File: src/design/wdt_defs.vh
// Constants and functional notes for the watchdog compare timer.
// Functional notes
// - The counter advances only on overflow pulses of the basic interval timer.
// - A match of the 7-bit counter with the low seven compare bits sets the flag.
// - A match either resets the CPU or only requests an interrupt, per the enable bit and the disable code register.
// - With the reset enable bit at 0 the unit is a plain 7-bit interval timer.
// - Without fault detection the counter gives interrupts at fixed intervals.
// - With the reset enable bit at 1, the CPU reset is suppressed only while the disable code register holds 8'ha5.
// - The disable code register reads zero after chip reset.
// - The reset enable bit is one after chip reset.
// - Writing one to the clear bit zeroes the counter; hardware drops it after one cycle.
`ifndef WDT_DEFS_VH
`define WDT_DEFS_VH
`define WDT_ADDR_COMPARE      8'hf4
`define WDT_ADDR_DISABLE      8'hf6
`define WDT_ADDR_CTRL         8'hf8
`define WDT_ADDR_STATUS       8'hfa
`define WDT_ADDR_MASK         8'hfc
`define WDT_COMPARE_RESET     8'h7f
`define WDT_DISABLE_RESET     8'h00
`define WDT_CTRL_RESET        8'h01
`define WDT_MASK_RESET        8'h00
`define WDT_DISABLE_CODE      8'ha5
`define WDT_CLEAR_BIT         7
`define WDT_CTRL_EN_BIT       0
`define WDT_ST_MATCH_BIT      0
`define WDT_ST_RESET_BIT      1
`define WDT_RESET_PULSE_CYC   4'h8
`endif

File: src/design/wdt_sync.v
// Two flip-flop synchroniser for the external advance pulse.
`timescale 1ns/10ps
module wdt_sync (
    input  wire clk,
    input  wire resetn,
    input  wire din,
    output reg  dout
);
    reg meta_q;
    always @(posedge clk or negedge resetn) begin
        if (!resetn) begin
            meta_q <= 1'b0;
            dout   <= 1'b0;
        end else begin
            meta_q <= din;
            dout   <= meta_q;
        end
    end
endmodule

File: src/design/wdt_counter.v
// Seven-bit watchdog counter with compare and clear.
`timescale 1ns/10ps
module wdt_counter #(
    parameter W = 7
) (
    input  wire         clk,
    input  wire         resetn,
    input  wire         tick,
    input  wire         clear,
    input  wire [W-1:0] cmp,
    output reg  [W-1:0] count_q,
    output reg          match_q
);
    wire hit;
    // A match is seen only on an advance pulse, so one compare gives one event.
    assign hit = tick && (count_q == cmp);
    always @(posedge clk or negedge resetn) begin
        if (!resetn) begin
            count_q <= {W{1'b0}};
            match_q <= 1'b0;
        end else begin
            match_q <= hit && !clear;
            if (clear) begin
                count_q <= {W{1'b0}};
            end else if (hit) begin
                count_q <= {W{1'b0}};
            end else if (tick) begin
                count_q <= count_q + {{(W-1){1'b0}}, 1'b1};
            end
        end
    end
endmodule

File: src/design/watchdog_compare_timer.v
// Watchdog compare timer with its Wishbone register slave.
`timescale 1ns/10ps
`include "wdt_defs.vh"
module watchdog_compare_timer #(
    parameter RST_CYC = `WDT_RESET_PULSE_CYC
) (
    input  wire       clk,
    input  wire       resetn,
    input  wire       bit_overflow,
    input  wire       wb_cyc_i,
    input  wire       wb_stb_i,
    input  wire       wb_we_i,
    input  wire [7:0] wb_adr_i,
    input  wire [7:0] wb_dat_i,
    input  wire [0:0] wb_sel_i,
    output reg  [7:0] wb_dat_o,
    output reg        wb_ack_o,
    output reg        irq,
    output reg        cpu_reset
);
    reg  [7:0] watchdog_compare_reg_q;
    reg  [7:0] watchdog_disable_code_reg_q;
    reg        watchdog_reset_enable_q;
    reg  [1:0] status_q;
    reg  [1:0] mask_q;
    reg  [3:0] rst_cnt_q;
    reg  [7:0] rd_d;
    wire       tick;
    wire       match;
    wire [6:0] count;
    wire       wr;
    wire       rst_evt;
    wire       watchdog_counter_clear;
    wire [6:0] watchdog_compare_value;

    // The interval timer pulse comes from a separate block and is resynced.
    wdt_sync u_sync (
        .clk    (clk),
        .resetn (resetn),
        .din    (bit_overflow),
        .dout   (tick)
    );

    assign watchdog_counter_clear = watchdog_compare_reg_q[`WDT_CLEAR_BIT];
    assign watchdog_compare_value = watchdog_compare_reg_q[6:0];

    wdt_counter #(
        .W (7)
    ) u_cnt (
        .clk     (clk),
        .resetn  (resetn),
        .tick    (tick),
        .clear   (watchdog_counter_clear),
        .cmp     (watchdog_compare_value),
        .count_q (count),
        .match_q (match)
    );

    assign wr = wb_cyc_i && wb_stb_i && wb_we_i && !wb_ack_o && wb_sel_i[0];
    // The CPU reset needs the enable bit and a disable code other than a5.
    assign rst_evt = match && watchdog_reset_enable_q &&
        (watchdog_disable_code_reg_q != `WDT_DISABLE_CODE);

    function is_addr;
        input [7:0] a;
        input [7:0] b;
        begin
            is_addr = (a == b);
        end
    endfunction

    always @(posedge clk or negedge resetn) begin
        if (!resetn) begin
            watchdog_compare_reg_q      <= `WDT_COMPARE_RESET;
            watchdog_disable_code_reg_q <= `WDT_DISABLE_RESET;
            watchdog_reset_enable_q     <= 1'b1;
            mask_q                      <= 2'h0;
        end else begin
            if (watchdog_counter_clear) begin
                watchdog_compare_reg_q[`WDT_CLEAR_BIT] <= 1'b0;
            end
            if (wr && is_addr(wb_adr_i, `WDT_ADDR_COMPARE)) begin
                watchdog_compare_reg_q <= wb_dat_i;
            end
            if (wr && is_addr(wb_adr_i, `WDT_ADDR_DISABLE)) begin
                watchdog_disable_code_reg_q <= wb_dat_i;
            end
            if (wr && is_addr(wb_adr_i, `WDT_ADDR_CTRL)) begin
                // Zero turns the unit into a plain interval timer.
                watchdog_reset_enable_q <= wb_dat_i[`WDT_CTRL_EN_BIT];
            end
            if (wr && is_addr(wb_adr_i, `WDT_ADDR_MASK)) begin
                mask_q <= wb_dat_i[1:0];
            end
        end
    end

    // Hardware set wins over a software clear in the same cycle.
    always @(posedge clk or negedge resetn) begin
        if (!resetn) begin
            status_q <= 2'h0;
        end else begin
            if (wr && is_addr(wb_adr_i, `WDT_ADDR_STATUS)) begin
                status_q <= (status_q & ~wb_dat_i[1:0]) |
                    {rst_evt, match};
            end else begin
                status_q <= status_q | {rst_evt, match};
            end
        end
    end

    // The reset pulse is stretched so the CPU core sees it for several cycles.
    always @(posedge clk or negedge resetn) begin
        if (!resetn) begin
            rst_cnt_q <= 4'h0;
            cpu_reset <= 1'b0;
            irq       <= 1'b0;
        end else begin
            if (rst_evt) begin
                rst_cnt_q <= RST_CYC[3:0];
            end else if (rst_cnt_q != 4'h0) begin
                rst_cnt_q <= rst_cnt_q - 4'h1;
            end
            cpu_reset <= rst_evt || (rst_cnt_q > 4'h1);
            irq       <= |(status_q & mask_q);
        end
    end

    always @* begin
        rd_d = 8'h00;
        case (wb_adr_i)
            `WDT_ADDR_COMPARE: rd_d = watchdog_compare_reg_q;
            `WDT_ADDR_DISABLE: rd_d = watchdog_disable_code_reg_q;
            `WDT_ADDR_CTRL:    rd_d = {count, watchdog_reset_enable_q};
            `WDT_ADDR_STATUS:  rd_d = {6'h00, status_q};
            `WDT_ADDR_MASK:    rd_d = {6'h00, mask_q};
            default:           rd_d = 8'h00;
        endcase
    end

    always @(posedge clk or negedge resetn) begin
        if (!resetn) begin
            wb_ack_o <= 1'b0;
            wb_dat_o <= 8'h00;
        end else begin
            wb_ack_o <= wb_cyc_i && wb_stb_i && !wb_ack_o;
            if (wb_cyc_i && wb_stb_i && !wb_ack_o) begin
                wb_dat_o <= rd_d;
            end
        end
    end
endmodule

File: config.mk
export PLATFORM = sky130hd
export DESIGN_NAME = watchdog_compare_timer
export DESIGN_NICKNAME = d
export VERILOG_FILES = /design/src/design/wdt_sync.v /design/src/design/wdt_counter.v /design/src/design/watchdog_compare_timer.v
export VERILOG_INCLUDE_DIRS = /design/src /design/src/design
export SDC_FILE = /design/constraint.sdc
export NUM_CORES = 1
export LEC_CHECK = 0
export ABC_CLOCK_PERIOD_IN_PS = 3700
export BUFFER_PORTS_ARGS = -buffer_cell sky130_fd_sc_hd__buf_4
export CORE_MARGIN = 4
export CORE_UTILIZATION = 40
export CTS_BUF_LIST = sky130_fd_sc_hd__clkbuf_8
export DETAILED_ROUTE_END_ITERATION = 16
export PLACE_DENSITY_LB_ADDON = 0.08
export SYNTH_ARGS = -nofsm -noshare
export SYNTH_HDL_FRONTEND = slang
export SYNTH_SLANG_ARGS = --single-unit
File: constraint.sdc
create_clock -name clk -period 3.7 [get_ports clk]
set_input_delay 0 -clock clk [delete_from_list [all_inputs] [get_ports clk]]
set_output_delay 0 -clock clk [all_outputs]
set_load 0.01 [all_outputs]
# [Yosys cells after proc, flatten, opt, wreduce, memory -nomap -nowiden]
# Cells that the tools add are included.
[totals] inputBits=23 register_bits=46 wordCells=59 output_inout_bits=11
[op_classes] magnitude_cmp=1 bitwise_logic=5 n_reduce_logical=21 muxes=8 addsub=2 n_eq_ne=7
[ops] cell="8-bit == test (second input constant)" count=5
[ops] cell="8-bit one-hot mux with 5 select lines" count=1
[ops] cell="7-bit two-way mux" count=3
[ops] cell="1-bit logical AND" count=14
[ops] cell="4-bit two-way mux" count=2
[ops] cell="8-bit two-way mux" count=1
[ops] cell="8-bit != test (second input constant)" count=1
[ops] cell="7-bit by 1-bit adder with 7-bit output (second input constant)" count=1
[ops] cell="7-bit == test" count=1
[ops] cell="2-bit AND" count=2
[ops] cell="4-bit by 1-bit greater-than comparator with 1-bit output (second input constant)" count=1
[ops] cell="2-bit OR" count=2
[ops] cell="4-bit nonzero test" count=1
[ops] cell="4-bit by 1-bit subtractor with 4-bit output (second input constant)" count=1
[ops] cell="3-bit nonzero test" count=1
[ops] cell="1-bit logical NOT" count=2
[ops] cell="2-bit two-way mux" count=1
[ops] cell="2-bit NOT" count=1
[ops] cell="2-bit nonzero test" count=1
[ops] cell="2-bit OR reduction" count=1
[ops] cell="1-bit logical OR" count=1

# [Depth between registers and ports, before layout]
# Gate-level depths: netlist of the first run.
[logic_depth] ltp_word=6 ltp_mapped=5 depth_no_buf=5

# [By module]
# From an unflattened synthesis of the first run, not the netlist that was laid out.
[hier_totals] hier_cells=190 area_unflattened_um2=2252.2
[by_module_without_submodules] mod="watchdog_compare_timer" area_each_um2=1739.2 seq_area_each_um2=910.9 n_inst=1 cells_per_inst=145
[by_module_without_submodules] mod="wdt_counter" area_each_um2=462.9 seq_area_each_um2=200.2 n_inst=1 cells_per_inst=43
[by_module_without_submodules] mod="wdt_sync" area_each_um2=50.0 seq_area_each_um2=50.0 n_inst=1 cells_per_inst=2

# [Worst setup path after synthesis of the first run]
# OpenSTA, ideal clock, no wires.
[synth_timing] path_kind="flip-flop to flip-flop" start="reg wb_ack_o" end="reg watchdog_disable_code_reg_q[0]" n_path_buf=0 period_less_slack_ps=1597 stages_incl_launch_ff=5 required_time_ps=3575 setup_slack_ps=2103 t_arrival_ps=1472 setup_time_ps=125 cell_sequence="dfrtp_1 -> nand3b_4 -> nor3_4 -> nand3_2 -> mux2_2"
[synth_via] elab_chain_len=4
[synth_rtl] item="from (decl)" line="watchdog_compare_timer.v:17" source="output reg wb_ack_o,"
[synth_rtl] item="from (signal assigned)" line="watchdog_compare_timer.v:146" source="wb_ack_o <= wb_cyc_i && wb_stb_i && !wb_ack_o;"
[synth_rtl] item="1-bit logical NOT" line="watchdog_compare_timer.v:59" source="assign wr = wb_cyc_i && wb_stb_i && wb_we_i && !wb_ack_o && wb_sel_i[0];"
[synth_rtl] item="1-bit logical AND (2 in a row)" line="watchdog_compare_timer.v:59"
[synth_rtl] item="1-bit logical AND" line="watchdog_compare_timer.v:85" source="if (wr && is_addr(wb_adr_i, `WDT_ADDR_DISABLE)) begin"
[synth_rtl] item="to (signal assigned)" line="watchdog_compare_timer.v:75" source="watchdog_disable_code_reg_q <= `WDT_DISABLE_RESET;"
[synth_rtl] item="to (signal assigned)" line="watchdog_compare_timer.v:86" source="watchdog_disable_code_reg_q <= wb_dat_i;"
[synth_rtl] item="to (decl)" line="watchdog_compare_timer.v:22" source="reg [7:0] watchdog_disable_code_reg_q;"
# No other way between the ends.
# A chain may end at the register's enable or synchronous reset.

# [Worst setup path after layout of the first run]
# Same ends and word-level chain as after synthesis.

==> results of run 1 <==
## metal layers
metal  track usage  routed length [um]  share of wire
met2        0.2826                2534           0.50
met5             0                   0              0
met1        0.2154                2193           0.43
met3       0.03659                 305          0.060
met4       0.06081                  78          0.015
## kinds of logic after synthesis
kind of cell	Yosys count
multiplexers	20
flip-flops	46
XOR/XNOR	13
AO/OA/AOI/OAI	41
buffers and inverters	6
AND/OR/NAND/NOR	53
adder cells (fa/ha/maj)	3
## cell type report
class / instances / share of cell area
Clock inverter: 2 / 0.003285
Tap cell: 70 / 0.03285
Sequential cell: 46 / 0.4355
Inverter: 3 / 0.004223
Timing Repair Buffer: 43 / 0.1305
Clock buffer: 6 / 0.03097
Multi-Input combinational cell: 130 / 0.3627
## worst max-delay path, delay by kind of cell (launching register included)
family	cells	cell delay, ns
flops	1	0.38
mux	1	0.36
simple gates	3	0.96
## report_power, final
part           internal, mW  leakage [nW]  switching [mW]
Sequential            0.557         0.586          0.0651
Combinational         0.124         0.587           0.121
Clock                 0.148        0.0524           0.162
## worst paths after layout
| kind | from | to | slack [ns] |
|---|---|---|---|
| hold reg to reg | u_sync.meta_q$_DFF_PN0_ | u_sync.dout$_DFF_PN0_ | 0.35 |
| min in group asynchronous | resetn | wb_ack_o$_DFF_PN0_ | 0.24 |
| setup reg to reg | wb_ack_o$_DFF_PN0_ | watchdog_disable_code_reg_q[0]$_DFFE_PN0P_ | 1.88 |
| setup / recovery | wb_ack_o$_DFF_PN0_ | watchdog_disable_code_reg_q[0]$_DFFE_PN0P_ | 1.88 |
| hold / removal | wb_cyc_i | wb_ack_o$_DFF_PN0_ | 0.05 |
| max in group asynchronous | resetn | watchdog_compare_reg_q[6]$_DFFE_PN1P_ | 3.06 |
## sequential cells by signal, indices dropped and copies added (netlist names), 2 cells and up
name                         cells
watchdog_disable_code_reg_q      8
wb_dat_o                         8
u_cnt.count_q                    7
mask_q                           2
status_q                         2
rst_cnt_q                        4
watchdog_compare_reg_q           8
## layout by cell type (no fill, tap or decap), types with 2 or more instances in the layout
master / n
dlygate4sd3_1: 10
clkbuf_8: 6
ha_1: 3
nor2_1: 13
nand4_1: 6
a21oi_1: 4
nand2b_1: 2
nand2_1: 16
a22oi_1: 8
nand3_2: 2
a2bb2oi_1: 6
o21ai_0: 10
nor2b_1: 2
mux2_2: 20
a21o_1: 3
inv_1: 4
dfrtp_1: 38
dfstp_2: 8
a221oi_1: 2
xnor2_1: 10
xor2_1: 3
buf_4: 33
o2111ai_1: 2
nor3_1: 2
a22o_2: 2
## per-stage QoR
step / hold slack (ns) / power (mW) / cell area [um^2] / utilization
5_1_grt: 0.04849 / 1.252 / 2666 / 0.5155
4_1_cts: 0.03634 / 1.194 / 2666 / 0.5155
2_1_floorplan: -0.2956 / 0.7752 / 2153 / -
3_5_place_dp: 0.04293 / 0.8666 / 2475 / 0.4785
3_3_place_gp: 0.01909 / 0.8468 / 2475 / 0.4785
6_report: 0.04562 / 1.178 / 2666 / 0.5155
## repair_timing
item                      4_1_cts  5_1_grt
hold buffers                   10        0
hold endpoints to repair       57        0
setup buffers                   0        0
==> flow_summary.ini, run 1 <==
[timing]
setup_tns_ns = 0
final_hold_viol_count = 0
setup_ws_ns = 1.878
fin_worst_skew_ns = 0.002737
fin_crit_ns = 1.822
slew_headroom = 0.4148
fmaxAchievable_mhz = 549.0
fin_crit_sh = 0.4923
rsz0062_at_grt = false
slew_viol_final = 0
worstMarginPinSlew_ns = 0.8760
setup-violations-final = 0

[yosys]
synth_area_leaders = dfrtp_1, mux2_2, dfstp_2
synth_cell_types = 38
yosys.area_share.simple = 0.1383
synth.avg_cell_area_um2 = 11.83
muxShareOfSynthArea = 0.1046
synth_top_area_frac = 0.4416
synth-seq-cells = 46
synth_common_cells = dfrtp_1, mux2_2, nand2_1
syn_nets = 208
ys_seq_area_frac = 0.5392
ys_warn_count = 0
synth-xor-area-share = 0.05288
yosys.area_share.adder = 0.01743
netlist_instances = 182
synth_edf_count = 0
synth_area_um2 = 2153
synth_top_family_by_area = simple AND/OR/NAND/NOR gates
synth_compound_area_frac = 0.1360
async_reset_ff_frac = 1.000
ys.flop_type = dfrtp_1
synth.most_common_cell = dfrtp_1
yosysTopAreaCell = dfrtp_1

[cells_and_area]
instances_no_fill = 300
seqCellArea_um2 = 1161
area_delta_synth_final_pct = 23.82
drive_gt1_frac = 0.3304
antennaDiodeCount = 0
fillers = 462
multi_input_area_um2 = 967.2
nets = 255

[drt]
via_count = 1609
drt-vias-per-instance = 5.363
wl_per_cell_um = 17.04
drtIter0Drc = 112
drtAntennaViolNets = 0
firstDrtPassIters = 5
drc = 0
wirelength_mm = 5.111

[worst_setup_path]
reg2regPathDepth = 4
required_ns = 3.88
cp-start-kind = flop
crit_slowest_cell = nor3_4
critPathMaxFanout = 10
crit_chain = nand3b_4 -> nor3_4 -> nand3_2 -> mux2_2
cpPeakStageDelay_ns = 0.43
end_kind = flop
arrival_ns = 2.00
crit_type = reg -> reg

[die]
ios = 34
start_util = 0.4163
die_w_um = 81.37
core_area_um2 = 5172
dieArea_um2 = 6621
row_count = 26
die_h_um = 81.37

[placement]
dp.cells = 282
port-buffer-count = 33
place_congestion = 0.7902
place_ws_ns = 1.901
hpwl_mm = 3.806

[global_routing]
overflow = 0
grt_pass1_vias = 1683
antenna_found_initial = 0
track_usage = 0.1694
grt_first_pass_wirelength_mm = 8.335
grt_max_degree = 47

[min_path]
hp-class = in -> reg
holdPathStages = 3

[job]
maxCapViolations = 0

[clock_tree]
cts-root-buf = clkbuf_8
postCtsResizedCells = 0
cts.sinks = 46
cts_tree = yes
cts.reportedPaths.clkPinSlew_ns = 0.08
cts_buffers = 5
cts_max_level = 2
clk_latency_ns = 0.30
cts.path.max_buffers = 2

[run_status]
status = finished clean

[pwr]
p_leak_nw = 1.225
p_per_area_nw_per_um2 = 441.7
ir_drop_mv = 0.1891
Note: power is estimated with default switching activity, not from simulation.
==> run 2: changes to the inputs <==
Settings changed: ABC_CLOCK_PERIOD_IN_PS 3700 to 1600.
Clock period 3.7 ns to 1.6 ns, I/O delays scaled along.
==> flow_summary.ini, run 2 (synthesized netlist as in run 1, its figures left out) <==
[run_status]
status = finished clean

[timing]
worstMarginPinSlew_ns = 0.6564
setup_ws_ns = 0.04790
fin_crit_sh = 0.9701
fin_crit_ns = 1.552
holdWs_ns = 0.07095
setup-violations-final = 0
fin_worst_skew_ns = 0.006278
slew_headroom = 0.5615
fmaxAchievable_mhz = 644.3
slew_viol_final = 0
rsz0062_at_grt = true
setup_tns_ns = 0
final_hold_viol_count = 0

[worst_setup_path]
end_kind = flop
arrival_ns = 1.74
required_ns = 1.79
reg2regPathDepth = 5
reg2reg_slack_ns = 0.05
crit_start = wb_ack_o$_DFF_PN0_
critPathMaxFanout = 6
r2r_end = mask_q[0]$_DFFE_PN0P_
worst_r2r_startpoint = wb_ack_o$_DFF_PN0_
crit_type = reg -> reg
cp-start-kind = flop

[clock_tree]
cts_buffers = 5
cts.path.max_buffers = 2
cts_max_level = 2
cts-root-buf = clkbuf_8
cts.reportedPaths.clkPinSlew_ns = 0.08
cts.sinks = 46
clk_latency_ns = 0.30
cts_tree = yes

[cells_and_area]
multi_input_area_um2 = 982.2
seqCellArea_um2 = 1161
nets = 265
drive_gt1_frac = 0.3583
final_common_cell = buf_4
antennaDiodeCount = 0
area_delta_synth_final_pct = 28.01
final_cell_mix = buf_4, dfrtp_1, mux2_2
top_regs = watchdog_compare_reg_q x8, watchdog_disable_code_reg_q x8, wb_dat_o x8
fillers = 458

[drt]
drt-vias-per-instance = 5.235
drtIter0Drc = 94
wl_per_cell_um = 15.57
wirelength_mm = 4.828
drc = 0
drtAntennaViolNets = 0
via_count = 1623
firstDrtPassIters = 4

[placement]
hpwl_mm = 3.573
place_ws_ns = 0.01395
port-buffer-count = 33
place_congestion = 0.7924

[die]
dieArea_um2 = 6621
ios = 34
start_util = 0.4163
row_count = 26
core_area_um2 = 5172
die_h_um = 81.37
die_w_um = 81.37

[global_routing]
grt_use_met1 = 0.2080
grt_max_degree = 47
track_usage = 0.1576
overflow = 0
use_met2 = 0.2427
grt_first_pass_wirelength_mm = 7.728
use_met3 = 0.04545
grt.busiest_layer = met2
antenna_found_initial = 0
grt_pass1_vias = 1617

[pwr]
p_leak_nw = 1.277
ir_drop_mv = 0.4710
p_per_area_nw_per_um2 = 1009

[job]
maxCapViolations = 0

[min_path]
hp-class = in -> reg
whs_endpoint = watchdog_compare_reg_q[7]$_DFF_PN0_
holdPathStages = 3
hp-start = wb_adr_i[0]
run 2: changes by cell type in the layout (fill, tap and decap cells not counted), sizes merged:
cell / delta
buf: +10
run 2: layout make-up:
type | instances | share of cell area
Tap cell | 70 | 0.03177
Clock inverter | 2 | 0.003177
Multi-Input combinational cell | 130 | 0.3563
Clock buffer | 6 | 0.02996
Inverter | 3 | 0.004085
Sequential cell | 46 | 0.4212
Timing Repair Buffer | 53 | 0.1534
run 2: routing by layer:
metal	up-vias	wire length, um
li1	781	-
met1	776	2189
met2	60	2249
met3	6	316
met4	0	73
met5	-	0
run 2: stage by stage:
stage	cells	cell area [um^2]	power, mW	util
2_1_floorplan	182	2153	1.793	-
3_3_place_gp	290	2535	2.031	0.4901
3_5_place_dp	290	2535	2.066	0.4901
4_1_cts	308	2726	2.820	0.5271
5_1_grt	310	2756	2.975	0.5329
6_report	310	2756	2.780	0.5329
run 2: power by group:
part	leakage [nW]	switching [mW]	internal, mW
combinational	0.639	0.320	0.342
clock	0.0524	0.373	0.342
sequential	0.586	0.115	1.29
run 2: worst max-delay path, stage by stage, from the launching register on:
cell,delay (ns)
dfrtp_1,0.39
nand3b_4,0.17
nor3_4,0.26
buf_4,0.18
nand4_1,0.14
mux2_2,0.30
run 2: what timing repair did:
action / in CTS / in global routing
hold endpoints to repair: 58 / 0
endpoints found under the setup margin: 2 / 11
setup buffers: 0 / 2
resized for setup: 0 / 2
hold buffers: 10 / 0
pin swaps: 0 / 1
run 2: worst max-delay path by stage:
stage,endpoint,cells past startpoint
after global routing,watchdog_disable_code_reg_q[1]$_DFFE_PN0P_,5
after global placement,mask_q[0]$_DFFE_PN0P_,5
after floorplan,watchdog_disable_code_reg_q[0]$_DFFE_PN0P_,4
after CTS,mask_q[1]$_DFFE_PN0P_,5
after detailed placement,mask_q[1]$_DFFE_PN0P_,5
final,mask_q[0]$_DFFE_PN0P_,5
==> run 3: changes to the inputs <==
Settings changed: GPL_TIMING_DRIVEN set to 0.
==> flow_summary.ini, run 3 (synthesized netlist as in run 1, its figures left out) <==
[clock_tree]
cts.reportedPaths.clkPinSlew_ns = 0.09
cts.sinks = 46
clk_latency_ns = 0.30
cts_buffers = 5
cts.path.max_buffers = 2
cts-root-buf = clkbuf_8
cts_tree = yes
cts_max_level = 2

[die]
die_w_um = 81.37
ios = 34
core_area_um2 = 5172
row_count = 26
dieArea_um2 = 6621
die_h_um = 81.37
start_util = 0.4163

[placement]
hpwl_mm = 3.539
port-buffer-count = 33
place_congestion = 0.8601
dpl_cell_area_um2 = 2489
dp.cells = 285
place_ws_ns = -0.2767

[worst_setup_path]
critPathMaxFanout = 8
arrival_ns = 1.72
required_ns = 1.78
end_kind = flop
crit_type = reg -> reg
cp-start-kind = flop
reg2reg_slack_ns = 0.06

[drt]
drc = 0
firstDrtPassIters = 4
drtIter0Drc = 108
wl_per_cell_um = 15.87
drtAntennaViolNets = 0
drt-vias-per-instance = 5.324
via_count = 1645
wirelength_mm = 4.904

[global_routing]
overflow = 0
grt_first_pass_wirelength_mm = 8.052
grt_pass1_vias = 1693
grt_max_degree = 47
track_usage = 0.1631
antenna_found_initial = 0

[timing]
setup_ws_ns = 0.05720
fmaxAchievable_mhz = 648.2
slew_viol_final = 0
final_hold_viol_count = 0
fin_worst_skew_ns = 0.007390
worstMarginPinSlew_ns = 0.5665
slew_headroom = 0.6223
fin_crit_ns = 1.543
fin_crit_sh = 0.9642
setup-violations-final = 0
rsz0062_at_grt = true

[pwr]
p_per_area_nw_per_um2 = 1038
swShare = 0.2848
p_int_mw = 2.042
p_leak_nw = 1.280
ir_drop_mv = 0.5064
total_power_mw = 2.856
p_sw_uw = 813.3
pwr-share-seq = 0.505
pwr-share-comb = 0.203
clkPwrFrac = 0.293

[cells_and_area]
nets = 264
instances_no_fill = 309
design_area_um2 = 2750
fillers = 472
top_regs = watchdog_compare_reg_q x8, watchdog_disable_code_reg_q x8, wb_dat_o x8
area_delta_synth_final_pct = 27.72
seqCellArea_um2 = 1161
final_core_util = 0.5317
final_cell_mix = dfrtp_1, buf_4, mux2_2
multi_input_area_um2 = 970.9
antennaDiodeCount = 0
drive_gt1_frac = 0.3598

[job]
maxCapViolations = 0

[run_status]
status = finished clean

[min_path]
hp-class = in -> reg
run 3: metal layers:
layer,vias up,global-route usage,wire (um)
li1,778,-,-
met1,814,0.2070,2230
met2,46,0.2630,2338
met3,7,0.05100,263
met4,0,0.05405,71
met5,-,0,0
run 3: worst paths after layout:
path                                          from                                          to  depth (start not counted)
max                             wb_ack_o$_DFF_PN0_  watchdog_disable_code_reg_q[2]$_DFFE_PN0P_                          4
min                                    wb_adr_i[2]                       mask_q[0]$_DFFE_PN0P_                          3
max reg2reg                     wb_ack_o$_DFF_PN0_  watchdog_disable_code_reg_q[2]$_DFFE_PN0P_                          4
min reg2reg                u_sync.meta_q$_DFF_PN0_                       u_sync.dout$_DFF_PN0_                          0
max in group asynchronous                   resetn       watchdog_compare_reg_q[2]$_DFFE_PN1P_                          2
min in group asynchronous                   resetn                       mask_q[1]$_DFFE_PN0P_                          2
run 3: worst max-delay path: stages (launching register included):
cell      delay (ns)
dfrtp_1         0.39
nand3b_4        0.18
nor3_4          0.24
nand3_2         0.27
mux2_2          0.35
run 3: power groups by stage:
stage	clock (mW)	combinational, mW	sequential [mW]
after CTS	0.864	0.589	1.44
after detailed placement	0	0.554	1.46
after floorplan	0	0.374	1.42
final	0.836	0.579	1.44
after global placement	0	0.516	1.45
after global routing	0.920	0.659	1.46
run 3: layout make-up:
type	count	share of cell area
sequential	46	0.4222
tap	70	0.03185
multi-input combinational	130	0.3530
buffer	3	0.005005
inverter	3	0.004095
timing repair buffer	49	0.1442
clock buffer	5	0.02502
clock inverter	3	0.01456
run 3: through the flow:
step                      hold WS [ns]  TNS [ns]
final                           0.1240         0
after global routing            0.1246   -0.4495
after CTS                       0.1173         0
after detailed placement       0.03765    -3.349
after global placement         0.02717    -2.463
after floorplan                -0.2956         0
run 3: what timing repair did:
action | CTS | global route
gates resized for setup | 2 | 0
hold buffers | 10 | 0
pin swaps | 1 | 1
endpoints found under the hold margin | 58 | 0
setup endpoints to repair | 19 | 17
gates cloned | 0 | 0
setup buffers | 3 | 3
